`src/include/ucg_map.vh`:
```
// Register map, field positions and constants of the serial clock and buffer core
`ifndef UCG_MAP_VH
`define UCG_MAP_VH

// ---------------------------------------------
// Register byte offsets
// ---------------------------------------------
`define UCG_OFF_DATA    5'h00
`define UCG_OFF_STA     5'h04
`define UCG_OFF_CTB     5'h08
`define UCG_OFF_CTC     5'h0c
`define UCG_OFF_BDL     5'h10
`define UCG_OFF_BDH     5'h14

// ---------------------------------------------
// control_status_a fields
// ---------------------------------------------
`define UCG_STA_RXC     7
`define UCG_STA_TXC     6
`define UCG_STA_TXE     5
`define UCG_STA_FE      4
`define UCG_STA_OVR     3
`define UCG_STA_PERR    2
`define UCG_STA_DS      1

// ---------------------------------------------
// control_b fields
// ---------------------------------------------
`define UCG_CTB_RXIE    7
`define UCG_CTB_TXCIE   6
`define UCG_CTB_TXEIE   5
`define UCG_CTB_RXEN    4
`define UCG_CTB_TXEN    3
`define UCG_CTB_SZMSB   2
`define UCG_CTB_RX_NINTH_BIT    1
`define UCG_CTB_TXB8    0

// ---------------------------------------------
// control_status_c fields
// ---------------------------------------------
`define UCG_CTC_DIR     9
`define UCG_CTC_COMPAT  8
`define UCG_CTC_SYNC    6
`define UCG_CTC_PEN     5
`define UCG_CTC_PODD    4
`define UCG_CTC_STOP2   3
`define UCG_CTC_SZ_HI   2
`define UCG_CTC_SZ_LO   1
`define UCG_CTC_POL     0
`define UCG_CTC_RST     10'h006

// ---------------------------------------------
// Divide ratios and sizes
// ---------------------------------------------
`define UCG_OVS_NORM    4'hf
`define UCG_OVS_DBL     4'h7
`define UCG_MID_NORM    4'h7
`define UCG_MID_DBL     4'h3
`define UCG_NBITS_BASE  4'h5
`define UCG_NBITS_MAX   4'h9
`define UCG_FIFO_CAP    2'h2
`define UCG_FIFO_CAP_C  2'h1

`endif

```
`src/hdl/ucg_core.v`:
```
// Serial clock generator, transmit buffer and receive FIFO with Avalon-MM registers
//
// The placing of the registers and register access over Avalon-MM were decided locally.
`include "ucg_map.vh"
`timescale 1ns/1ns
`default_nettype none

module ucg_core (
  input  wire        mclk_in,
  input  wire        rst_n_in,
  input  wire [4:0]  avs_address_in,
  input  wire        avs_read_in,
  input  wire        avs_write_in,
  input  wire [31:0] avs_writedata_in,
  output wire [31:0] avs_readdata_out,
  output wire        avs_waitrequest_out,
  input  wire        rxd_in,
  output wire        txd_out,
  input  wire        xfer_clock_pin_in,
  output wire        xfer_clock_pin_out,
  output wire        xfer_clock_pin_oe_out,
  output wire        rx_done_irq_out,
  output wire        tx_empty_irq_out,
  output wire        tx_done_irq_out
);

  // ---------------------------------------------
  // Receiver states
  // ---------------------------------------------
  localparam [3:0] RX_IDLE = 4'h1;
  localparam [3:0] RX_DATA = 4'h2;
  localparam [3:0] RX_PAR  = 4'h4;
  localparam [3:0] RX_STOP = 4'h8;

  function ucg_parity;
    input [8:0] d;
    input [3:0] n;
    input       odd;
    reg   [8:0] m;
    begin
      m = ~(9'h1ff << n);
      ucg_parity = (^(d & m)) ^ odd;
    end
  endfunction

  // ---------------------------------------------
  // Registers
  // ---------------------------------------------
  reg  [31:0] rdata_ff;
  reg         wait_ff;
  reg  [7:0]  ctb_ff;
  reg  [9:0]  ctc_ff;
  reg         ds_ff;
  reg  [7:0]  bdl_ff;
  reg  [3:0]  bdh_ff;
  reg  [11:0] baud_cnt_ff;
  reg         xck_ff;
  reg         xck_oe_ff;
  reg         xs1_ff;
  reg         xs2_ff;
  reg         xs3_ff;
  reg  [3:0]  tx_div_ff;
  reg  [8:0]  tx_buf_ff;
  reg         tx_full_ff;
  reg  [12:0] tx_sh_ff;
  reg  [3:0]  tx_left_ff;
  reg         tx_busy_ff;
  reg         txd_ff;
  reg         txc_ff;
  reg  [3:0]  rx_st_ff;
  reg  [3:0]  rx_ph_ff;
  reg  [3:0]  rx_cnt_ff;
  reg  [8:0]  rx_sh_ff;
  reg         rx_perr_ff;
  reg  [10:0] hold_ff;
  reg         hold_v_ff;
  reg         ovr_pend_ff;
  reg  [11:0] fifo_mem [0:1];
  reg         wr_ptr_ff;
  reg         rd_ptr_ff;
  reg  [1:0]  fifo_cnt_ff;
  reg         irq_rx_ff;
  reg         irq_txe_ff;
  reg         irq_txc_ff;

  // ---------------------------------------------
  // Bus decode
  // ---------------------------------------------
  wire        req   = avs_read_in | avs_write_in;
  wire        acc   = req & ~wait_ff;
  wire        wr    = acc & avs_write_in;
  wire        rd    = acc & avs_read_in;
  wire [4:0]  a     = avs_address_in;
  wire [31:0] wd    = avs_writedata_in;
  wire        wr_dat = wr & (a == `UCG_OFF_DATA);
  wire        wr_bdl = wr & (a == `UCG_OFF_BDL);
  wire        rd_dat = rd & (a == `UCG_OFF_DATA);

  // ---------------------------------------------
  // Mode decode
  // ---------------------------------------------
  wire is_sync   = ctc_ff[`UCG_CTC_SYNC];
  wire is_master = is_sync & ctc_ff[`UCG_CTC_DIR];
  wire is_slave  = is_sync & ~ctc_ff[`UCG_CTC_DIR];
  wire dbl       = ds_ff & ~is_sync;
  wire [3:0] ovs_last = dbl ? `UCG_OVS_DBL : `UCG_OVS_NORM;
  wire [3:0] ovs_mid  = dbl ? `UCG_MID_DBL : `UCG_MID_NORM;
  wire [3:0] nbits = ctb_ff[`UCG_CTB_SZMSB] ? `UCG_NBITS_MAX :
                     `UCG_NBITS_BASE + {2'h0, ctc_ff[`UCG_CTC_SZ_HI:`UCG_CTC_SZ_LO]};
  wire pen   = ctc_ff[`UCG_CTC_PEN];
  wire podd  = ctc_ff[`UCG_CTC_PODD];
  wire pol   = ctc_ff[`UCG_CTC_POL];
  wire tx_en = ctb_ff[`UCG_CTB_TXEN];
  wire rx_en = ctb_ff[`UCG_CTB_RXEN];

  // ---------------------------------------------
  // Baud generator
  // ---------------------------------------------
  wire baud_tick = (baud_cnt_ff == 12'h000) & ~is_slave;

  always @(posedge mclk_in or negedge rst_n_in) begin
    if (!rst_n_in) begin
      baud_cnt_ff <= 12'h000;
    end else if (wr_bdl) begin
      baud_cnt_ff <= {bdh_ff, wd[7:0]};
    end else if (baud_cnt_ff == 12'h000) begin
      baud_cnt_ff <= {bdh_ff, bdl_ff};
    end else begin
      baud_cnt_ff <= baud_cnt_ff - 12'h001;
    end
  end

  // ---------------------------------------------
  // Transfer clock edges
  // ---------------------------------------------
  wire m_rise = baud_tick & ~xck_ff;
  wire m_fall = baud_tick & xck_ff;
  wire s_rise = xs2_ff & ~xs3_ff;
  wire s_fall = ~xs2_ff & xs3_ff;
  wire k_rise = is_master ? m_rise : (is_slave & s_rise);
  wire k_fall = is_master ? m_fall : (is_slave & s_fall);
  wire k_chg  = pol ? k_fall : k_rise;
  wire k_smp  = pol ? k_rise : k_fall;

  always @(posedge mclk_in or negedge rst_n_in) begin
    if (!rst_n_in) begin
      xck_ff    <= 1'b0;
      xck_oe_ff <= 1'b0;
      xs1_ff    <= 1'b0;
      xs2_ff    <= 1'b0;
      xs3_ff    <= 1'b0;
    end else begin
      xck_oe_ff <= is_master;
      if (!is_master) begin
        xck_ff <= 1'b0;
      end else if (baud_tick) begin
        xck_ff <= ~xck_ff;
      end
      xs1_ff <= xfer_clock_pin_in & is_slave;
      xs2_ff <= xs1_ff;
      xs3_ff <= xs2_ff;
    end
  end

  // ---------------------------------------------
  // Transmitter
  // ---------------------------------------------
  wire tx_abit   = baud_tick & (tx_div_ff == ovs_last);
  wire tx_strobe = is_sync ? k_chg : tx_abit;
  reg  [12:0] tx_frame;
  reg  [3:0]  tx_len;

  always @* begin
    tx_frame = 13'h1fff << (nbits + 4'h1);
    tx_frame = tx_frame | {3'h0, tx_buf_ff & ~(9'h1ff << nbits), 1'b0};
    if (pen) begin
      tx_frame[nbits + 4'h1] = ucg_parity(tx_buf_ff, nbits, podd);
    end
    tx_len = 4'h1 + nbits + {3'h0, pen} + (ctc_ff[`UCG_CTC_STOP2] ? 4'h2 : 4'h1);
  end

  always @(posedge mclk_in or negedge rst_n_in) begin
    if (!rst_n_in) begin
      tx_div_ff  <= 4'h0;
      tx_buf_ff  <= 9'h000;
      tx_full_ff <= 1'b0;
      tx_sh_ff   <= 13'h1fff;
      tx_left_ff <= 4'h0;
      tx_busy_ff <= 1'b0;
      txd_ff     <= 1'b1;
      txc_ff     <= 1'b0;
    end else begin
      if (baud_tick) begin
        tx_div_ff <= (tx_div_ff >= ovs_last) ? 4'h0 : tx_div_ff + 4'h1;
      end
      if (wr_dat && !tx_full_ff) begin
        tx_buf_ff  <= {ctb_ff[`UCG_CTB_TXB8], wd[7:0]};
        tx_full_ff <= 1'b1;
      end
      if (wr && a == `UCG_OFF_STA && wd[`UCG_STA_TXC]) begin
        txc_ff <= 1'b0;
      end
      if (!tx_en) begin
        txd_ff     <= 1'b1;
        tx_left_ff <= 4'h0;
        tx_busy_ff <= 1'b0;
      end else if (tx_strobe) begin
        if (tx_left_ff != 4'h0) begin
          txd_ff     <= tx_sh_ff[0];
          tx_sh_ff   <= {1'b1, tx_sh_ff[12:1]};
          tx_left_ff <= tx_left_ff - 4'h1;
        end else if (tx_full_ff) begin
          txd_ff     <= tx_frame[0];
          tx_sh_ff   <= {1'b1, tx_frame[12:1]};
          tx_left_ff <= tx_len - 4'h1;
          tx_full_ff <= 1'b0;
          tx_busy_ff <= 1'b1;
        end else begin
          txd_ff <= 1'b1;
          if (tx_busy_ff) begin
            tx_busy_ff <= 1'b0;
            txc_ff     <= 1'b1;
          end
        end
      end
    end
  end

  // ---------------------------------------------
  // Receiver
  // ---------------------------------------------
  wire rx_bit  = is_sync ? k_smp : (baud_tick & (rx_ph_ff == ovs_last));
  wire [1:0] fifo_cap = ctc_ff[`UCG_CTC_COMPAT] ? `UCG_FIFO_CAP_C : `UCG_FIFO_CAP;
  wire room    = fifo_cnt_ff < fifo_cap;
  wire push    = hold_v_ff & room;
  wire pop     = rd_dat & (fifo_cnt_ff != 2'h0);
  reg  start_ev;

  always @* begin
    start_ev = 1'b0;
    if (rx_en && rx_st_ff == RX_IDLE) begin
      if (is_sync) begin
        start_ev = k_smp & ~rxd_in;
      end else begin
        start_ev = baud_tick & ~rxd_in & (rx_ph_ff == ovs_mid);
      end
    end
  end

  always @(posedge mclk_in or negedge rst_n_in) begin
    if (!rst_n_in) begin
      rx_st_ff    <= RX_IDLE;
      rx_ph_ff    <= 4'h0;
      rx_cnt_ff   <= 4'h0;
      rx_sh_ff    <= 9'h000;
      rx_perr_ff  <= 1'b0;
      hold_ff     <= 11'h000;
      hold_v_ff   <= 1'b0;
      ovr_pend_ff <= 1'b0;
    end else begin
      if (push) begin
        hold_v_ff   <= 1'b0;
        ovr_pend_ff <= 1'b0;
      end else if (start_ev && hold_v_ff) begin
        hold_v_ff   <= 1'b0;
        ovr_pend_ff <= 1'b1;
      end
      if (!rx_en) begin
        rx_st_ff <= RX_IDLE;
        rx_ph_ff <= 4'h0;
      end else begin
        case (rx_st_ff)
          RX_IDLE: begin
            if (start_ev) begin
              rx_st_ff  <= RX_DATA;
              rx_ph_ff  <= 4'h0;
              rx_cnt_ff <= 4'h0;
            end else if (!is_sync && baud_tick) begin
              rx_ph_ff <= rxd_in ? 4'h0 : rx_ph_ff + 4'h1;
            end
          end
          RX_DATA: begin
            if (rx_bit) begin
              rx_sh_ff  <= {rxd_in, rx_sh_ff[8:1]};
              rx_cnt_ff <= rx_cnt_ff + 4'h1;
              if (rx_cnt_ff == nbits - 4'h1) begin
                rx_st_ff <= pen ? RX_PAR : RX_STOP;
              end
            end
          end
          RX_PAR: begin
            if (rx_bit) begin
              rx_perr_ff <= rxd_in ^ ucg_parity(rx_sh_ff >> (`UCG_NBITS_MAX - nbits),
                                                nbits, podd);
              rx_st_ff   <= RX_STOP;
            end
          end
          RX_STOP: begin
            if (rx_bit) begin
              hold_ff    <= {~rxd_in, rx_perr_ff & pen,
                             rx_sh_ff >> (`UCG_NBITS_MAX - nbits)};
              hold_v_ff  <= 1'b1;
              rx_perr_ff <= 1'b0;
              rx_st_ff   <= RX_IDLE;
            end
          end
          default: begin
            rx_st_ff <= RX_IDLE;
          end
        endcase
        if (rx_st_ff != RX_IDLE && !is_sync && baud_tick) begin
          rx_ph_ff <= (rx_ph_ff >= ovs_last) ? 4'h0 : rx_ph_ff + 4'h1;
        end
      end
    end
  end

  // ---------------------------------------------
  // Receive FIFO
  // ---------------------------------------------
  wire [11:0] head = fifo_mem[rd_ptr_ff];

  always @(posedge mclk_in) begin
    if (push) begin
      fifo_mem[wr_ptr_ff] <= {ovr_pend_ff, hold_ff};
    end
  end

  always @(posedge mclk_in or negedge rst_n_in) begin
    if (!rst_n_in) begin
      wr_ptr_ff   <= 1'b0;
      rd_ptr_ff   <= 1'b0;
      fifo_cnt_ff <= 2'h0;
    end else begin
      if (push) begin
        wr_ptr_ff <= ~wr_ptr_ff;
      end
      if (pop) begin
        rd_ptr_ff <= ~rd_ptr_ff;
      end
      if (push && !pop) begin
        fifo_cnt_ff <= fifo_cnt_ff + 2'h1;
      end else if (pop && !push) begin
        fifo_cnt_ff <= fifo_cnt_ff - 2'h1;
      end
    end
  end

  // ---------------------------------------------
  // Register file and bus slave
  // ---------------------------------------------
  wire        rx_any = fifo_cnt_ff != 2'h0;
  reg  [31:0] rmux;

  always @* begin
    rmux = 32'h0000_0000;
    if (a == `UCG_OFF_DATA) begin
      rmux[7:0] = rx_any ? head[7:0] : 8'h00;
    end else if (a == `UCG_OFF_STA) begin
      rmux[`UCG_STA_RXC]  = rx_any;
      rmux[`UCG_STA_TXC]  = txc_ff;
      rmux[`UCG_STA_TXE]  = ~tx_full_ff;
      rmux[`UCG_STA_FE]   = rx_any & head[10];
      rmux[`UCG_STA_OVR]  = rx_any & head[11];
      rmux[`UCG_STA_PERR] = rx_any & head[9];
      rmux[`UCG_STA_DS]   = ds_ff;
    end else if (a == `UCG_OFF_CTB) begin
      rmux[7:0] = ctb_ff;
      rmux[`UCG_CTB_RX_NINTH_BIT] = rx_any & head[8];
    end else if (a == `UCG_OFF_CTC) begin
      rmux[9:0] = ctc_ff;
    end else if (a == `UCG_OFF_BDL) begin
      rmux[7:0] = bdl_ff;
    end else if (a == `UCG_OFF_BDH) begin
      rmux[3:0] = bdh_ff;
    end
  end

  always @(posedge mclk_in or negedge rst_n_in) begin
    if (!rst_n_in) begin
      wait_ff  <= 1'b1;
      rdata_ff <= 32'h0000_0000;
      ctb_ff   <= 8'h00;
      ctc_ff   <= `UCG_CTC_RST;
      ds_ff    <= 1'b0;
      bdl_ff   <= 8'h00;
      bdh_ff   <= 4'h0;
    end else begin
      wait_ff <= ~(req & wait_ff);
      if (req && wait_ff) begin
        rdata_ff <= rmux;
      end
      if (wr) begin
        if (a == `UCG_OFF_STA) begin
          ds_ff <= wd[`UCG_STA_DS];
        end else if (a == `UCG_OFF_CTB) begin
          ctb_ff <= wd[7:0] & ~(8'h01 << `UCG_CTB_RX_NINTH_BIT);
        end else if (a == `UCG_OFF_CTC) begin
          ctc_ff <= wd[9:0];
        end else if (a == `UCG_OFF_BDL) begin
          bdl_ff <= wd[7:0];
        end else if (a == `UCG_OFF_BDH) begin
          bdh_ff <= wd[3:0];
        end
      end
    end
  end

  // ---------------------------------------------
  // Interrupt requests
  // ---------------------------------------------
  always @(posedge mclk_in or negedge rst_n_in) begin
    if (!rst_n_in) begin
      irq_rx_ff  <= 1'b0;
      irq_txe_ff <= 1'b0;
      irq_txc_ff <= 1'b0;
    end else begin
      irq_rx_ff  <= rx_any & ctb_ff[`UCG_CTB_RXIE];
      irq_txe_ff <= ~tx_full_ff & ctb_ff[`UCG_CTB_TXEIE];
      irq_txc_ff <= txc_ff & ctb_ff[`UCG_CTB_TXCIE];
    end
  end

  assign avs_readdata_out      = rdata_ff;
  assign avs_waitrequest_out   = wait_ff;
  assign txd_out               = txd_ff;
  assign xfer_clock_pin_out    = xck_ff;
  assign xfer_clock_pin_oe_out = xck_oe_ff;
  assign rx_done_irq_out       = irq_rx_ff;
  assign tx_empty_irq_out      = irq_txe_ff;
  assign tx_done_irq_out       = irq_txc_ff;

endmodule // ucg_core

`default_nettype wire

```
`config.mk`:
```
export PLATFORM = sky130hd
export DESIGN_NAME = ucg_core
export DESIGN_NICKNAME = d
export VERILOG_FILES = /design/src/hdl/ucg_core.v
export VERILOG_INCLUDE_DIRS = /design/src /design/src/include
export SDC_FILE = /design/constraint.sdc
export NUM_CORES = 1
export LEC_CHECK = 0
export BUFFER_PORTS_ARGS = -buffer_cell sky130_fd_sc_hd__buf_2
export CORE_ASPECT_RATIO = 1.5
export CORE_MARGIN = 1
export CORE_UTILIZATION = 65
export DETAILED_ROUTE_END_ITERATION = 6
export PLACE_DENSITY = 0.86
export SLEW_MARGIN = 30
export SYNTH_ARGS = -nofsm -noshare
export SYNTH_HDL_FRONTEND = slang
export SYNTH_SLANG_ARGS = --single-unit
```
`constraint.sdc`:
```
create_clock -name mclk_in -period 6.86 [get_ports mclk_in]
set_clock_uncertainty 0.1 [all_clocks]
set_input_delay 0.686 -clock mclk_in [delete_from_list [all_inputs] [get_ports mclk_in]]
set_output_delay 0.686 -clock mclk_in [all_outputs]
set_load 0.01 [all_outputs]
```
# Word level (Yosys, flattened, before mapping)
# Memory sizes are Yosys's and may differ from the RTL's.
# Cells that the tools add are included.
# classes
add_sub_neg	14
mul	0
div_mod_pow	0
order_cmp	5
eq_ne	29
shifts	3
mux	92
n_bitwise	57
n_reduce_logical	41
# op_table
op	count
$mux 4	26
$mux 1	42
$mux 13	3
$and 1x1->1	33
$mux 8	4
$mux 12	2
$and 9x9->9	2
$reduce_xor 9->1	2
$mux 2	8
$not 1->1	16
$pmux 4 s4	1
$ne 3x3->1 const B	5
$bwmux 13	1
$or 13x10->13	1
$shl 13x4->13 const A	1
$add 4x1->4 const B	3
$eq 4x4->1	3
$logic_and 1x1->1	12
$logic_not 12->1	1
$reduce_and 3->1	4
$reduce_and 4->1	3
$reduce_bool 2->1	6
$sub 12x1->12 const B	1
$sub 4x1->4 const B	3
other kinds (39)	58
# word_totals
register_bits	134
latch_bits	0
mem_bits_rw	24
mem_bits_ro	0
input_bits	43
out_inout_bits	39
wordCells	277
memories	1
# memory_table
memory	depth	width	rd	rd_ports_with_merged_regs	write_ports	line_no	rtl
fifo_mem	2	12	1	0	1	ucg_core.v:78	reg [11:0] fifo_mem [0:1];

# Longest topological paths before layout
# depth
depth_word	16
depth_mapped	15
ltp_nobuf	13

# Least setup slack after synthesis
# No wires, ideal clock.
# synth_path
kind	reg2reg
from	register ctc_ff[2]
to	register rx_perr_ff
setup_time_ns	0.092
arrival_time_ns	2.884
required_ns	6.668
path_slack_ns	3.784
stages_incl_launch_ff	16
path_buffers	2
period_less_slack_ns	3.076
path_cell_list	dfstp_2 ha_1 buf_2 inv_1 a21oi_1 inv_1 ha_1 nand2b_1 clkbuf_1 a221oi_1 o21ai_0 o311ai_1 xnor2_1 xnor3_1 xor2_1 o31ai_2
# synth_between
elab_chain_len	10
word_cells_on_any_way	12
cone_classes	add/sub: 2; shift: 2; mux: 3; bitwise: 4; reduce/logical: 1
# synth_lines
item	line_no	rtl
start, declared	ucg_core.v:52	reg [9:0] ctc_ff;
start signal, assigned	ucg_core.v:384	ctc_ff <= `UCG_CTC_RST;
start signal, assigned	ucg_core.v:399	ctc_ff <= wd[9:0];
$add 3x2->4 (no line) (*)	-	
$mux 4 (*)	ucg_core.v:108	wire [3:0] nbits = ctb_ff[`UCG_CTB_SZMSB] ? `UCG_NBITS_MAX :
$sub 4x4->4 (no line) / $shl 9x4->9 (equally long branches)	-	
$shr 9x4->9 / $not 9->9 (equally long branches)	ucg_core.v:293, ucg_core.v:41	
$and 9x9->9 (*)	ucg_core.v:42	ucg_parity = (^(d & m)) ^ odd;
$reduce_xor 9->1 (*)	ucg_core.v:42	
$xor 1x1->1 (*)	ucg_core.v:42	
$xor 1x1->1 (*)	ucg_core.v:293	rx_perr_ff <= rxd_in ^ ucg_parity(rx_sh_ff >> (`UCG_NBITS_MAX - nbits),
$mux 1 (*)	ucg_core.v:292	if (rx_bit) begin
$pmux 1 s2 (*)	ucg_core.v:272	case (rx_st_ff)
end signal, assigned	ucg_core.v:293	
end, declared	ucg_core.v:74	reg rx_perr_ff;
# Every way passes the cells marked *; elsewhere a longest branch is shown, timed or not. The select of a mux whose other input is x is not followed.
# A chain may end at the register's enable or synchronous reset.

# Worst setup path after layout
# layout_path
from	register ctc_ff[1]
to	register tx_sh_ff[6]
# layout_between
elab_chain_len	11
word_cells_on_any_way	19
cone_classes	add/sub: 2; order compare: 2; shift: 2; mux: 7; bitwise: 4; reduce/logical: 2
# layout_lines
item	line_no	rtl
$add 3x2->4 (no line) (*)	-	
$mux 4 (*)	ucg_core.v:108	
$add 1x4->4 / $shl 9x4->9 (equally long branches)	-	
$lt 4x5->1 (not written as such) (tied with other cells)	ucg_core.v:177	tx_frame[nbits + 4'h1] = ucg_parity(tx_buf_ff, nbits, podd);
$logic_and 1x1->1 (not written as such) / $and 9x9->9 (equally long branches)	ucg_core.v:177, ucg_core.v:42, ucg_core.v:175	
$mux 1 (not written as such) / $reduce_xor 9->1 (equally long branches)	ucg_core.v:177, ucg_core.v:42	
$demux 1 s4 / $xor 1x1->1 (equally long branches)	ucg_core.v:177, ucg_core.v:42	
$bwmux 13	ucg_core.v:177	
$mux 13 (*)	ucg_core.v:176	if (pen) begin
$mux 13 (*)	ucg_core.v:212	end else if (tx_full_ff) begin
$mux 13 (*)	ucg_core.v:208	if (tx_left_ff != 4'h0) begin
end signal, assigned	ucg_core.v:210	tx_sh_ff <= {1'b1, tx_sh_ff[12:1]};
end signal, assigned	ucg_core.v:214	tx_sh_ff <= {1'b1, tx_frame[12:1]};
end, declared	ucg_core.v:65	reg [12:0] tx_sh_ff;
# Marked as above.

==> impl_metrics.tcl <==
set metrics [dict create \
    status "finished, final reports clean" \
    vias 6680 \
    grt_max_degree 80 \
    postRouteAntennaNets 0 \
    async_flop_share_pct 84.7 \
    hold_viol_final 0 \
    hold_class "in -> async" \
    drv_slew 0 \
    grt_pass1_wl_um 32200 \
    netlist_top_cells_area "dfrtp_1, edfxtp_1, mux2_2, nand2_1, dfstp_2" \
    cp_cell_sequence "ha_1 > inv_1 > a21oi_1 > inv_1 > ha_1 > nor2b_1 > xnor2_1 > xnor3_1 > xnor2_2 > nor2_2 > a311oi_1 > a21oi_1 > a21oi_1" \
    cpMostUsedCell "a21oi_1" \
    cp_slowest_stage_delay_ps 920 \
    syn_inst 874 \
    grt_pass1_vias 6456 \
    fmax_ghz 0.235 \
    antenna_cells 0 \
    vias_per_cell 6.30 \
    period_needed_ps 4260 \
    worstReg2RegStart "ctc_ff[1]" \
    peakVddDrop_v 0.000163 \
    dieArea_mm2 0.0137 \
    ios 82 \
    drc_errors 0 \
    timing.hold.ws_ps 117 \
    drt-met1-wl_um 7600 \
    layout_common_cells "nand2_1, dfrtp_1, o21ai_0" \
    final_nets 954 \
    rr_worst_depth 13 \
    dp_cells 1029 \
    htreeDepth 4 \
    die_h_um 143 \
    required_ps 7100 \
    r2r_end "tx_sh_ff[6]" \
    p_leak_uw 0.00412 \
    crit_fanout 29 \
    drt_iter0_drc 407 \
    synthesis.area_mm2 0.00861 \
    syn_avg_cell_area_um2 9.85 \
    ys_ff_latch 157 \
    cts_tree "yes" \
    grt.overflow.total 0 \
    final-setup-viol-count 0 \
    antenna_found_initial 0 \
    yosysTopAreaCell "dfrtp_1" \
    r2r_slack_ps 2600 \
    met2WireLength_um 10200 \
    grtUsageTotal_pct 31.4 \
    instances_no_fill 1060 \
    fin_crit_sh_pct 62.1 \
    clk_pin_slew_worst_paths_ps 60 \
    clock_latency_ps 420 \
    drv_cap 0 \
    fp.dieW_um 96.0 \
    worst_pin_slew_ps 835 \
    endpoint_kind "flop" \
    crit_slowest_cell "dfstp_2" \
    gp_congestion 0.951 \
    cts.sink_count 157 \
    max_slew_margin_pct 44.1 \
    cts_buffer_depth 2 \
    layout-drive-gt1-share_pct 17.4 \
    cp.arrival_ps 4510 \
    wl_per_cell_um 19.0 \
    cts-root-buf "clkbuf_16" \
    post_cts_buffers 0 \
    ys_warn_count 0 \
    dp_hpwl_um 13700 \
    synth_top_area_share_pct 33.7 \
    cts_made_buffers 17 \
    setup_tns_ps 0 \
    drtPass1Iterations 5 \
    p_per_area_mw_per_mm2 310 \
    synth_flop_cell "dfrtp_1" \
    rsz0062_at_grt "no" \
    worst_setup_path_start_kind "flop" \
    highest_layer "met4" \
    routed_wl_um 20200 \
    path_class "reg -> reg" \
    layout_commonest_cell "nand2_1" \
    synth_edf_count 24 \
    io_buffers 37 \
    ys_seq_area_share_pct 47.3 \
    initial_core_util_pct 66.5 \
    wl_met3_um 1190 \
    ctsHoldBuffers 0 \
    rows 51 \
    core_mm2 0.0130 \
    post_cts_resized 0 \
    area_delta_synth_final_pct 8.36 \
    synth_cell_type_count 84 \
]
worst max-delay path: cells and delay by family (launching register included):
kind,cells,cell delay (ps)
XOR/XNOR,3,910
AO/OA/AOI/OAI,4,800
buffers and inverters,2,220
flip-flops,1,920
AND/OR/NAND/NOR,2,320
adder cells (fa/ha/maj),2,890
worst max path at each step:
stage	slack, ps	endpoint	start	cells after the start
final	2600	tx_sh_ff[6]	ctc_ff[1]	13
after global routing	2310	tx_sh_ff[6]	ctc_ff[1]	13
after CTS	2650	tx_sh_ff[6]	ctc_ff[1]	13
after detailed placement	2640	tx_sh_ff[6]	ctc_ff[1]	13
after global placement	2730	tx_sh_ff[6]	ctc_ff[1]	13
after floorplan	3780	rx_perr_ff	ctc_ff[2]	15
metrics by stage:
step	cell area [um2]	power, uW	utilization [%]	setup WS [ps]
after floorplan	8690	1780	-	3780
after global placement	8750	1950	67.6	2730
final	9330	2890	72.0	2600
after detailed placement	8760	1970	67.6	2640
after CTS	9320	2890	72.0	2650
after global routing	9330	3040	72.0	2310
synthesized netlist by cell type (all sizes together), types with 3 or more instances:
cell and n:
and2 14, a311oi 3, dfstp 17, xor2 13, a21o 4, a31oi 12, a22oi 4, nor2 56
nor3b 7, ha 21, inv 29, a21boi 4, a32oi 3, a211oi 5, o221ai 4, mux2 43
nand2b 9, o21ai 79, edfxtp 24, buf 37, a22o 4, mux2i 17, dfrtp 116, o31ai 9
nand3 21, nand2 125, a21oi 36, and3 4, nand3b 10, xnor2 22, or2 5, or3 3
a221oi 7, nor2b 16, nor3 14, clkbuf 30
report_power, final:
group,switching [uW],leakage (uW),internal (uW),total [uW]
logic,409,0.00192,311,721
registers,163,0.00192,1100,1260
clock network,370,0.000274,542,912
total,943,0.00412,1950,2890
final cells by class:
class | instances | area, um2
timing repair buffer | 42 | 233
fill | 874 | 3620
sequential | 157 | 4070
multi-input combinational | 642 | 4150
clock inverter | 11 | 120
tap | 159 | 199
inverter | 29 | 109
clock buffer | 20 | 447
per-layer routing:
layer	global-route usage, %	vias to the layer above
met4	21.0	0
met1	34.9	3235
met3	7.72	91
met5	0	-
li1	-	3077
met2	52.2	277
cells by family after synthesis:
logic type,after synthesis,share of synthesized area (%)
other,1,0.0436
muxes,61,7.86
buffers and inverters,96,5.48
adders and majority gates,23,3.40
DFF,157,47.3
xor gates and xnor gates,37,4.17
AOI/OAI and AO/OA,200,14.7
and+or+nand+nor,299,17.0
registers in the layout, indices dropped and copies added (netlist names), 2 cells and up:
name	flops
tx_buf_ff	9
fifo_cnt_ff	2
rx_sh_ff	9
ctc_ff	10
ctb_ff	7
bdl_ff	8
bdh_ff	4
tx_sh_ff	12
baud_cnt_ff	12
rx_cnt_ff	4
tx_left_ff	4
avs_readdata_out	10
tx_div_ff	4
fifo_mem	24
rx_st_ff	4
rx_ph_ff	4
hold_ff	11
No activity file was read; power rests on OpenSTA's default activity.
